File: config.mk
export PLATFORM = sky130hd
export DESIGN_NAME = t16oc_top
export DESIGN_NICKNAME = d
export VERILOG_FILES = /design/src/shared/t16oc_pkg.sv /design/src/logic/t16oc_top.sv
export SDC_FILE = /design/constraint.sdc
export NUM_CORES = 1
export LEC_CHECK = 0
export BUFFER_PORTS_ARGS = -buffer_cell sky130_fd_sc_hd__buf_2
export CORE_ASPECT_RATIO = 0.5
export CORE_MARGIN = 4
export CORE_UTILIZATION = 60
export DETAILED_ROUTE_END_ITERATION = 8
export PLACE_DENSITY = 0.86
export SLEW_MARGIN = 20
export SYNTH_ARGS = -nofsm -noshare
export SYNTH_HDL_FRONTEND = slang
export SYNTH_SLANG_ARGS = --single-unit
export TNS_END_PERCENT = 1
File: constraint.sdc
create_clock -name clk -period 4.5 [get_ports clk]
set_input_delay 0.675 -clock clk [delete_from_list [all_inputs] [get_ports clk]]
set_output_delay 0.675 -clock clk [all_outputs]
set_load 0.02 [all_outputs]
File: src/shared/t16oc_pkg.sv
// constants for the timer output compare channels
package t16oc_pkg;
  localparam int unsigned T16OC_DW = 16;
  localparam int unsigned T16OC_BW = 8;
  localparam int unsigned T16OC_NCH = 2;
  // byte register indexes on the cpu port
  localparam logic [3:0] T16OC_A_CNT_LO = 4'h0;
  localparam logic [3:0] T16OC_A_CNT_HI = 4'h1;
  localparam logic [3:0] T16OC_A_CMPA_LO = 4'h2;
  localparam logic [3:0] T16OC_A_CMPA_HI = 4'h3;
  localparam logic [3:0] T16OC_A_CMPB_LO = 4'h4;
  localparam logic [3:0] T16OC_A_CMPB_HI = 4'h5;
  localparam logic [3:0] T16OC_A_CTRL = 4'h6;
  localparam logic [3:0] T16OC_A_FLAG = 4'h7;
  localparam logic [3:0] T16OC_A_FORCE = 4'h8;
  localparam logic [3:0] T16OC_A_MODE = 4'h9;
  localparam logic [3:0] T16OC_A_CAP_LO = 4'hA;
  localparam logic [3:0] T16OC_A_CAP_HI = 4'hB;
  // ctrl byte: [1:0] action A, [3:2] action B, [5:4] irq enables
  localparam int unsigned T16OC_CTRL_ACT_B = 2;
  localparam int unsigned T16OC_CTRL_IEN = 4;
  localparam logic [7:0] T16OC_CTRL_RST = 8'h00;
  localparam logic [3:0] T16OC_MODE_RST = 4'h0;
  localparam logic [15:0] T16OC_ZERO = 16'h0000;
  localparam logic [15:0] T16OC_MAX = 16'hFFFF;
  localparam logic [15:0] T16OC_TOP8 = 16'h00FF;
  localparam logic [15:0] T16OC_TOP9 = 16'h01FF;
  localparam logic [15:0] T16OC_TOP10 = 16'h03FF;
  localparam logic [1:0] T16OC_ACT_NONE = 2'h0;
  localparam logic [1:0] T16OC_ACT_TOG = 2'h1;
  localparam logic [1:0] T16OC_ACT_CLR = 2'h2;
  localparam logic [1:0] T16OC_ACT_SET = 2'h3;
  localparam logic [3:0] T16OC_M_NORMAL = 4'h0;
  localparam logic [3:0] T16OC_M_PC8 = 4'h1;
  localparam logic [3:0] T16OC_M_PC9 = 4'h2;
  localparam logic [3:0] T16OC_M_PC10 = 4'h3;
  localparam logic [3:0] T16OC_M_CTC_A = 4'h4;
  localparam logic [3:0] T16OC_M_F8 = 4'h5;
  localparam logic [3:0] T16OC_M_F9 = 4'h6;
  localparam logic [3:0] T16OC_M_F10 = 4'h7;
  localparam logic [3:0] T16OC_M_PFC_C = 4'h8;
  localparam logic [3:0] T16OC_M_PFC_A = 4'h9;
  localparam logic [3:0] T16OC_M_PC_C = 4'hA;
  localparam logic [3:0] T16OC_M_PC_A = 4'hB;
  localparam logic [3:0] T16OC_M_CTC_C = 4'hC;
  localparam logic [3:0] T16OC_M_RSVD = 4'hD;
  localparam logic [3:0] T16OC_M_FC = 4'hE;
  localparam logic [3:0] T16OC_M_FA = 4'hF;
endpackage

File: src/logic/t16oc_top.sv
// two output compare channels with their counter and byte-wide cpu port
//
// Strobed register access and the register addresses were chosen for this implementation.
`timescale 1ns/10ps
module t16oc_top #(
  parameter int unsigned DW = t16oc_pkg::T16OC_DW
) (
  input wire logic clk,
  input wire logic rst_n,
  input wire logic count_tick,
  input wire logic [3:0] reg_addr,
  input wire logic [7:0] reg_wdata,
  input wire logic reg_wr,
  input wire logic reg_rd,
  output logic [7:0] reg_rdata,
  input wire logic [1:0] irq_ack,
  output logic [1:0] compare_irq,
  input wire logic [1:0] port_value,
  input wire logic [1:0] pin_direction_bit,
  output logic [1:0] pin_out,
  output logic [1:0] pin_oe,
  output logic [1:0] compare_output_state,
  output logic [DW-1:0] timer_count,
  output logic counter_limit,
  output logic counter_floor
);
  typedef logic [DW-1:0] word_t;

  word_t count_reg;
  logic down_reg;
  logic [7:0] temp_reg;
  logic [7:0] ctrl_reg;
  logic [3:0] waveform_gen_select;
  logic [1:0] compare_match_flag;
  logic [1:0] oc_reg;
  logic block_reg;
  logic lim_skip_reg;
  word_t cap_reg;
  localparam int unsigned T16OC_NCH_L = t16oc_pkg::T16OC_NCH;
  word_t active_reg [T16OC_NCH_L];
  word_t buffer_reg [T16OC_NCH_L];
  word_t cpu_view [T16OC_NCH_L];

  // byte lanes of a word on the eight-bit port
  function automatic logic [7:0] hi_byte(input word_t w);
    hi_byte = w[DW-1 -: t16oc_pkg::T16OC_BW];
  endfunction

  function automatic logic [7:0] lo_byte(input word_t w);
    lo_byte = w[t16oc_pkg::T16OC_BW-1:0];
  endfunction

  // decode of mode classes, used in several places
  function automatic logic is_pwm(input logic [3:0] m);
    is_pwm = !(m == t16oc_pkg::T16OC_M_NORMAL || m == t16oc_pkg::T16OC_M_CTC_A
      || m == t16oc_pkg::T16OC_M_CTC_C || m == t16oc_pkg::T16OC_M_RSVD);
  endfunction

  function automatic logic is_dual(input logic [3:0] m);
    is_dual = (m == t16oc_pkg::T16OC_M_PC8) || (m == t16oc_pkg::T16OC_M_PC9)
      || (m == t16oc_pkg::T16OC_M_PC10) || (m >= t16oc_pkg::T16OC_M_PFC_C
      && m <= t16oc_pkg::T16OC_M_PC_A);
  endfunction

  function automatic logic is_var_top(input logic [3:0] m);
    is_var_top = (m == t16oc_pkg::T16OC_M_PFC_C) || (m == t16oc_pkg::T16OC_M_PFC_A)
      || (m == t16oc_pkg::T16OC_M_PC_C) || (m == t16oc_pkg::T16OC_M_PC_A)
      || (m == t16oc_pkg::T16OC_M_FC) || (m == t16oc_pkg::T16OC_M_FA)
      || (m == t16oc_pkg::T16OC_M_CTC_A) || (m == t16oc_pkg::T16OC_M_CTC_C);
  endfunction

  word_t top_val;
  always_comb
  begin
    unique case (waveform_gen_select)
      t16oc_pkg::T16OC_M_PC8, t16oc_pkg::T16OC_M_F8: top_val = t16oc_pkg::T16OC_TOP8;
      t16oc_pkg::T16OC_M_PC9, t16oc_pkg::T16OC_M_F9: top_val = t16oc_pkg::T16OC_TOP9;
      t16oc_pkg::T16OC_M_PC10, t16oc_pkg::T16OC_M_F10: top_val = t16oc_pkg::T16OC_TOP10;
      t16oc_pkg::T16OC_M_CTC_A, t16oc_pkg::T16OC_M_PFC_A, t16oc_pkg::T16OC_M_PC_A,
      t16oc_pkg::T16OC_M_FA: top_val = active_reg[0];
      t16oc_pkg::T16OC_M_PFC_C, t16oc_pkg::T16OC_M_PC_C, t16oc_pkg::T16OC_M_CTC_C,
      t16oc_pkg::T16OC_M_FC: top_val = cap_reg;
      default: top_val = t16oc_pkg::T16OC_MAX;
    endcase
  end

  logic pwm_mode;
  logic dual_mode;
  logic at_top;
  logic at_floor;
  logic [1:0] match;
  logic [1:0] live_match;
  logic cnt_wr;
  logic [3:0] a;
  assign pwm_mode = is_pwm(waveform_gen_select);
  assign dual_mode = is_dual(waveform_gen_select);
  assign at_top = (count_reg == top_val) && !lim_skip_reg;
  assign at_floor = (count_reg == t16oc_pkg::T16OC_ZERO);
  assign cnt_wr = reg_wr && (reg_addr == t16oc_pkg::T16OC_A_CNT_LO);
  assign a = reg_addr;

  // counter; a cpu write has priority over counting
  always_ff @(posedge clk or negedge rst_n)
  begin
    if (!rst_n)
    begin
      count_reg <= t16oc_pkg::T16OC_ZERO;
      down_reg <= 1'b0;
    end
    else if (cnt_wr)
    begin
      count_reg <= {temp_reg, reg_wdata};
    end
    else if (count_tick)
    begin
      if (dual_mode)
      begin
        if (at_top && !down_reg)
        begin
          down_reg <= 1'b1;
          count_reg <= count_reg - 1'b1;
        end
        else if (down_reg && at_floor)
        begin
          down_reg <= 1'b0;
          count_reg <= count_reg + 1'b1;
        end
        else
        begin
          count_reg <= down_reg ? count_reg - 1'b1 : count_reg + 1'b1;
        end
      end
      else
      begin
        down_reg <= 1'b0;
        count_reg <= at_top ? t16oc_pkg::T16OC_ZERO : count_reg + 1'b1;
      end
    end
  end

  // count written equal to a variable pwm limit: limit match skipped until wrap
  always_ff @(posedge clk or negedge rst_n)
  begin
    if (!rst_n)
      lim_skip_reg <= 1'b0;
    else if (cnt_wr)
      lim_skip_reg <= pwm_mode && is_var_top(waveform_gen_select)
        && ({temp_reg, reg_wdata} == top_val);
    else if (count_tick && count_reg == t16oc_pkg::T16OC_MAX)
      lim_skip_reg <= 1'b0;
  end

  // counter write blocks matches for one counter tick, even when stopped
  always_ff @(posedge clk or negedge rst_n)
  begin
    if (!rst_n)
      block_reg <= 1'b0;
    else if (cnt_wr)
      block_reg <= 1'b1;
    else if (count_tick)
      block_reg <= 1'b0;
  end

  // shared high byte latch; a count or capture low byte read freezes the high byte
  // one latch for all words: software must not interleave two 16-bit writes
  always_ff @(posedge clk or negedge rst_n)
  begin
    if (!rst_n)
      temp_reg <= 8'h00;
    else if (reg_wr && (a == t16oc_pkg::T16OC_A_CNT_HI || a == t16oc_pkg::T16OC_A_CMPA_HI
      || a == t16oc_pkg::T16OC_A_CMPB_HI || a == t16oc_pkg::T16OC_A_CAP_HI))
      temp_reg <= reg_wdata;
    else if (reg_rd && (a == t16oc_pkg::T16OC_A_CNT_LO || a == t16oc_pkg::T16OC_A_CAP_LO))
      temp_reg <= (a == t16oc_pkg::T16OC_A_CNT_LO) ? hi_byte(count_reg) : hi_byte(cap_reg);
  end

  // limit register used by the capture-defined modes; low byte reads as zero
  always_ff @(posedge clk or negedge rst_n)
  begin
    if (!rst_n)
      cap_reg <= t16oc_pkg::T16OC_ZERO;
    else if (reg_wr && a == t16oc_pkg::T16OC_A_CAP_LO)
      cap_reg <= {temp_reg, reg_wdata};
  end

  always_ff @(posedge clk or negedge rst_n)
  begin
    if (!rst_n)
      ctrl_reg <= t16oc_pkg::T16OC_CTRL_RST;
    else if (reg_wr && a == t16oc_pkg::T16OC_A_CTRL)
      ctrl_reg <= reg_wdata;
  end

  // mode change leaves the output states alone
  always_ff @(posedge clk or negedge rst_n)
  begin
    if (!rst_n)
      waveform_gen_select <= t16oc_pkg::T16OC_MODE_RST;
    else if (reg_wr && a == t16oc_pkg::T16OC_A_MODE)
      waveform_gen_select <= reg_wdata[3:0];
  end

  // loading only at the turn keeps every pwm period whole
  logic buf_load;
  assign buf_load = count_tick && (dual_mode ? (at_top && !down_reg) : at_top);

  genvar g;
  generate
    for (g = 0; g < T16OC_NCH_L; g++)
    begin : g_ch
      logic [3:0] lo_a;
      logic [1:0] act;
      logic lo_wr;
      logic force_hit;
      logic hit;
      logic next_oc;
      assign lo_a = (g == 0) ? t16oc_pkg::T16OC_A_CMPA_LO : t16oc_pkg::T16OC_A_CMPB_LO;
      assign act = ctrl_reg[t16oc_pkg::T16OC_CTRL_ACT_B * g +: 2];
      assign lo_wr = reg_wr && (a == lo_a);
      assign live_match[g] = (count_reg == active_reg[g]);
      assign match[g] = live_match[g] && !block_reg;
      assign force_hit = reg_wr && (a == t16oc_pkg::T16OC_A_FORCE) && reg_wdata[g]
        && !pwm_mode;
      assign cpu_view[g] = pwm_mode ? buffer_reg[g] : active_reg[g];

      // buffered or direct compare storage
      always_ff @(posedge clk or negedge rst_n)
      begin
        if (!rst_n)
        begin
          active_reg[g] <= t16oc_pkg::T16OC_ZERO;
          buffer_reg[g] <= t16oc_pkg::T16OC_ZERO;
        end
        else
        begin
          if (lo_wr)
            buffer_reg[g] <= {temp_reg, reg_wdata};
          if (lo_wr && !pwm_mode)
            active_reg[g] <= {temp_reg, reg_wdata};
          else if (pwm_mode && buf_load)
            active_reg[g] <= buffer_reg[g];
        end
      end

      // set wins over clear; lands on the tick that ends the match cycle
      always_ff @(posedge clk or negedge rst_n)
      begin
        if (!rst_n)
          compare_match_flag[g] <= 1'b0;
        else if (count_tick && match[g])
          compare_match_flag[g] <= 1'b1;
        else if (irq_ack[g] || (reg_wr && a == t16oc_pkg::T16OC_A_FLAG && reg_wdata[g]))
          compare_match_flag[g] <= 1'b0;
      end

      // waveform action per mode class
      always_comb
      begin
        next_oc = oc_reg[g];
        hit = (count_tick && match[g]) || force_hit;
        if (!pwm_mode)
        begin
          if (hit)
          begin
            unique case (act)
              t16oc_pkg::T16OC_ACT_NONE: next_oc = oc_reg[g];
              t16oc_pkg::T16OC_ACT_TOG: next_oc = !oc_reg[g];
              t16oc_pkg::T16OC_ACT_CLR: next_oc = 1'b0;
              t16oc_pkg::T16OC_ACT_SET: next_oc = 1'b1;
            endcase
          end
        end
        else if (act[1] && count_tick)
        begin
          // pwm: act[0] picks inverted form; single slope drives act[0] at the limit and its inverse on a match, dual slope moves only on matches
          if (dual_mode)
          begin
            if (match[g])
              next_oc = act[0] ^ down_reg;
          end
          else if (at_top)
            next_oc = act[0];
          else if (match[g])
            next_oc = !act[0];
        end
        else if (act == t16oc_pkg::T16OC_ACT_TOG && g == 0 && count_tick && match[g])
          next_oc = !oc_reg[g];
      end

      // kept across mode changes; only matches, forces and the pwm limit move it
      always_ff @(posedge clk or negedge rst_n)
      begin
        if (!rst_n)
          oc_reg[g] <= 1'b0;
        else
          oc_reg[g] <= next_oc;
      end

      // port value shows while the action field is zero
      always_ff @(posedge clk or negedge rst_n)
      begin
        if (!rst_n)
          pin_out[g] <= 1'b0;
        else
          pin_out[g] <= (act != t16oc_pkg::T16OC_ACT_NONE) ? next_oc : port_value[g];
      end

      // direction stays with software even while the pin is overridden
      always_ff @(posedge clk or negedge rst_n)
      begin
        if (!rst_n)
          pin_oe[g] <= 1'b0;
        else
          pin_oe[g] <= pin_direction_bit[g];
      end

      always_ff @(posedge clk or negedge rst_n)
      begin
        if (!rst_n)
          compare_irq[g] <= 1'b0;
        else
          compare_irq[g] <= ctrl_reg[t16oc_pkg::T16OC_CTRL_IEN + g]
            && compare_match_flag[g];
      end
    end
  endgenerate

  always_ff @(posedge clk or negedge rst_n)
  begin
    if (!rst_n)
      compare_output_state <= 2'h0;
    else
      compare_output_state <= oc_reg;
  end

  // counter view lags the count by one clock
  always_ff @(posedge clk or negedge rst_n)
  begin
    if (!rst_n)
    begin
      timer_count <= t16oc_pkg::T16OC_ZERO;
      counter_limit <= 1'b0;
      counter_floor <= 1'b0;
    end
    else
    begin
      timer_count <= count_reg;
      counter_limit <= at_top;
      counter_floor <= at_floor;
    end
  end

  // read data in the cycle after the strobe; compare reads are direct
  always_ff @(posedge clk or negedge rst_n)
  begin
    if (!rst_n)
      reg_rdata <= 8'h00;
    else if (reg_rd)
    begin
      unique case (a)
        t16oc_pkg::T16OC_A_CNT_LO: reg_rdata <= lo_byte(count_reg);
        t16oc_pkg::T16OC_A_CNT_HI: reg_rdata <= temp_reg;
        t16oc_pkg::T16OC_A_CMPA_LO: reg_rdata <= lo_byte(cpu_view[0]);
        t16oc_pkg::T16OC_A_CMPA_HI: reg_rdata <= hi_byte(cpu_view[0]);
        t16oc_pkg::T16OC_A_CMPB_LO: reg_rdata <= lo_byte(cpu_view[1]);
        t16oc_pkg::T16OC_A_CMPB_HI: reg_rdata <= hi_byte(cpu_view[1]);
        t16oc_pkg::T16OC_A_CTRL: reg_rdata <= ctrl_reg;
        t16oc_pkg::T16OC_A_FLAG: reg_rdata <= {6'h00, compare_match_flag};
        t16oc_pkg::T16OC_A_MODE: reg_rdata <= {4'h0, waveform_gen_select};
        t16oc_pkg::T16OC_A_CAP_HI: reg_rdata <= temp_reg;
        default: reg_rdata <= 8'h00;
      endcase
    end
    else
      reg_rdata <= 8'h00;
  end
endmodule

Yosys cells after proc, flatten, opt, wreduce, memory -nomap -nowiden --
Index checks and enable logic that the tools add are counted.
Cells by class: add/sub/neg operators 2, magnitude comparators 2, equal/unequal tests 38, mux-type cells 50, bitwise logic cells 3, reductions and logical operators 87
Operators by type and width (number):
- $mux 16 | 13
- $pmux 16 s5 | 1
- $pmux 8 s9 | 1
- $eq 16x16->1 | 4
- $eq 4x4->1 const B | 12
- $logic_and 1x1->1 | 37
- $eq 4x3->1 const B | 8
- $mux 8 | 4
- $mux 1 | 29
- $logic_or 1x1->1 | 21
- $reduce_bool 2->1 | 9
- $add 16x1->16 const B | 1
- $eq 16x16->1 const B | 1
- $eq 4x2->1 const B | 4
- $logic_not 16->1 | 1
- $sub 16x1->16 const B | 1
- $eq 2x2->1 const B | 4
- $eq 4x1->1 const B | 2
- $logic_not 1->1 | 8
- $logic_not 4->1 | 2
- $pmux 1 s4 | 2
- $reduce_or 2->1 | 4
- $reduce_or 4->1 | 2
- $eq 2x1->1 const B | 2
- 7 further kinds | 9
Storage, ports and cells: register bits after elaboration 157, output and inout bits 34

Longest topological paths before layout --
depth in word-level cells 11, gate-level depth with buffers 15, depth with buffers taken out 9

Worst setup path after synthesis --
OpenSTA, ideal clock, no wires.
kind register to register, start point reg waveform_gen_select[2], end point reg active_reg[0] (netlist name), library setup time 0.118 ns, arrival 3.175 ns, setup slack 1.207 ns, stages on the path, launching flop included 13, cell sequence dfrtp_1 -> buf_2 -> nor2b_4 -> buf_2 -> o31ai_2 -> a21oi_1 -> or4_1 -> or4_4 -> or2_1 -> a211oi_4 -> buf_4 -> nor2_1 -> a21o_1
Between the ends: word-level cells in the longest chain between the ends 10
RTL lines:
- from (decl) | line t16oc_top.sv:33 | logic [3:0] waveform_gen_select;
- from (signal assigned) | line t16oc_top.sv:198 | waveform_gen_select <= t16oc_pkg::T16OC_MODE_RST;
- from (signal assigned) | line t16oc_top.sv:200 | waveform_gen_select <= reg_wdata[3:0];
- $eq 4x4->1, or another cell as far along | line t16oc_top.sv:56, t16oc_top.sv:75
- $reduce_or 4->1 / $reduce_or 2->1 (equally long branches) | line t16oc_top.sv:75 | unique case (waveform_gen_select)
- $pmux 16 s5 | line t16oc_top.sv:75
- $eq 16x16->1 | line t16oc_top.sv:97 | assign at_top = (count_reg == top_val) && !lim_skip_reg;
- $logic_and 1x1->1 | line t16oc_top.sv:97
- $logic_and 1x1->1 | line t16oc_top.sv:205 | assign buf_load = count_tick && (dual_mode ? (at_top && !down_reg) : at_top);
- $mux 1 | line t16oc_top.sv:205
- $logic_and 1x1->1 | line t16oc_top.sv:205
- $logic_and 1x1->1 | line t16oc_top.sv:240 | else if (pwm_mode && buf_load)
- $reduce_bool 2->1 (no line)
- to (signal, indexed assignment) | line t16oc_top.sv:231 | active_reg[g] <= t16oc_pkg::T16OC_ZERO;
- to (signal, indexed assignment) | line t16oc_top.sv:239 | active_reg[g] <= {temp_reg, reg_wdata};
- to (signal, indexed assignment) | line t16oc_top.sv:241 | active_reg[g] <= buffer_reg[g];
- to (decl) | line t16oc_top.sv:40 | word_t active_reg [T16OC_NCH_L];
Parallel ways exist; a longest one is shown, timed or not. A chain may end at the register's enable or synchronous reset.

Worst setup path after layout --
start point reg waveform_gen_select[0], end point reg active_reg[12] (netlist name)
Same word-level chain as after synthesis.

==> metrics.txt <==
maxcap violations=0; Fin Setup TNS=0 ps; iteration-0 DRC count of the detailed router=around 1600; most frequent cell after synthesis=dfrtp_1; grt total ovfl=0; Final Core Density=68.15%; Hold WS=~270 ps; peak fanout along the critical path=35; post-synthesis cell area=9408 um2; gpl congestion=1.047; via/cell ratio=7.131; worst path required time=4780 ps; Pleak=4.553 nW; register bit total from synthesis=roughly 160; antenna fix cells=0; synth warn=0; DP Wirelength=21530 um; die height=96.55 um; drt wl/cell=approximately 26 um; Post-synth ARST share=100.0%; post_cts resized=0; Pre-antenna DRT Iters=8; HP Class=in2async; initial antenna violation count=0; final wirelength=31730 um; Max transition margin=between 30 and 40%; sequential-to-total area share from yosys stat=a little over two fifths; row cnt=32; total core area=around 15000 um2; Max stage delay on crit path=590 ps; PortBufs=56; Layout area overhead=11.37%; CTS buffer count=17; Critical-path top delay cell=dfrtp_1; commonest cells in the netlist=157 x dfrtp_1, 100 x nand2_1, 70 x mux2_2; first-pass GRT wire length=48420 um; Peak supply drop=about 300 uV; worst-skew pair later-pin latency=440 ps; Worst Reg2Reg Path Length in Cells=10; post-synth top area share=about two fifths; Finished Layout Cells=1234; Filler cells=1224; WS Path Type=reg2reg; Mapped Avg Cell Area=9.446 um2; status=complete, but fails checks; overall power=5.966 mW; Die Span X=185.1 um; Final Setup Violations=0; Top Ports=between 50 and 60; DP Worst Slack=approximately 470 ps; violated checks=DRC; syn_nets=1022; share of cells above drive strength 1=20.29%; Final ANT Viol Nets=0; Synth Flop Type=dfrtp_1; Initial Utilization=just over 60%; CP arrival=4460 ps; PwrDens=569.4 nW/um2; die footprint=17870 um2; final hold violations=0; Netlist cell types=76; number of H-tree levels=4; Area contributors post-synth=dfrtp_1 42%, mux2_2 8.4%, nand2_1 4.0%, mux2i_1 3.7%, xor2_1 3.1%; RSZ-0062 raised after global routing=false; Tcrit/Tclk final=92.71%; GRT Util Overall=35.75%; Setup Fix Bufs, Post-CTS=0; largest net degree at the start of global routing=between 90 and 100; clock skew=12.08 ps; Hold Buf Count CTS=0; crit path cell chain=inv_2 -> o31ai_1 -> a21oi_1 -> or4_1 -> or4_4 -> or2_1 -> a211oi_4 -> buf_4 -> mux2i_1 -> o21ai_1; Root Driver=clkbuf_16; Slew @ Worst Pin=1039 ps; final instance area=10480 um2; Post-layout nets=1043; Pins Over Slew Limit=0; FF-to-FF End=active_reg[12]; CTS sink cnt=157; placed inst area=around 10000 um2; Yosys top cell by area=dfrtp_1; FF-to-FF Start=waveform_gen_select[0]; DRC=1; vias in the first global route=approximately 8400; Final min period=4172 ps; Placed Instances=1202; CTS Buffer Depth=2; CTS tree=done; Reg clk slew, reported paths=70 ps; CP endpoint kind=flop; Post-Synthesis Cells=996; fmax=0.2397 GHz; Final WS setup=between 300 and 400 ps; vias=between 8000 and 9000; CP Launch Type=flop; Reg2Reg Setup Slack=330 ps; number of flops mapped to enable cells by yosys=0
-- how the worst max path moves through the flow --
stage                                 startpoint             end  slack, ps  cells past startpoint
final                     waveform_gen_select[0]  active_reg[12]        330                     10
after global routing      waveform_gen_select[3]  active_reg[29]         90                     10
after CTS                 waveform_gen_select[0]  active_reg[12]        450                     10
after detailed placement  waveform_gen_select[0]  active_reg[12]        470                     10
after global placement    waveform_gen_select[3]  active_reg[24]        580                     10
after floorplan           waveform_gen_select[2]   active_reg[0]       1210                     12
-- report_power, final --
part	internal, mW	switching (mW)	leakage, nW
combinational	0.816	1.11	2.27
sequential	1.80	0.672	1.98
clock	0.897	0.677	0.313
total	3.51	2.45	4.55
-- cell usage in the layout, fill, tap and decap left out, types with 5 or more instances in the layout --
cell type	n
a222oi_1	7
a211oi_1	6
nor3_1	24
o21ai_1	22
buf_4	31
nand3b_1	5
o211ai_1	6
o21ai_0	56
and3_1	13
mux2_2	70
xor2_1	33
a31oi_1	7
dfrtp_1	157
a22oi_1	28
nand4_1	12
nor4_1	11
a22o_1	12
xnor2_1	18
o31ai_1	9
nand2_1	100
buf_2	55
o21a_1	11
nand3_1	21
inv_1	22
a21o_1	15
a221oi_1	9
clkbuf_16	17
a21oi_1	38
nand2b_1	11
and2_1	7
nor4b_1	5
nor2b_1	11
mux2i_1	35
nor2_1	43
or3_1	9
-- logic make-up after synthesis --
family / share of synthesized area [%]
AOI/OAI and AO/OA: 20.27
xor gates and xnor gates: 4.748
adders and majority gates: 0.3990
buffers and inverters: 4.748
DFF: 41.76
muxes: 12.10
and+or+nand+nor: 15.97
-- critical path, delay by kind of cell, from the launching register on --
family | cells | cell delay [ps]
flip-flops | 1 | 590
multiplexers | 1 | 310
AO/OA/AOI/OAI | 4 | 910
AND/OR/NAND/NOR | 3 | 1450
buffers and inverters | 2 | 720
-- area by class of cell --
| class | instances | area, um2 | share of cell area [%] |
|---|---|---|---|
| multi-input combinational | 730 | 5054 | 48.23 |
| sequential | 157 | 3929 | 37.50 |
| timing repair buffer | 87 | 519.2 | 4.956 |
| clock buffer | 17 | 425.4 | 4.060 |
| tap | 204 | 255.2 | 2.436 |
| clock inverter | 15 | 205.2 | 1.958 |
| inverter | 24 | 90.09 | 0.8598 |
-- metal layers --
metal	GRT usage (%)	wire length [um]	part of all wire, %	vias to the layer above
li1	-	-	-	3699
met4	12.94	1090	3.4	0
met1	49.38	12650	40	4308
met2	52.85	13470	42	670
met5	0	0	0	-
met3	11.97	4519	14	123
Power figures use the tool's default switching activity.
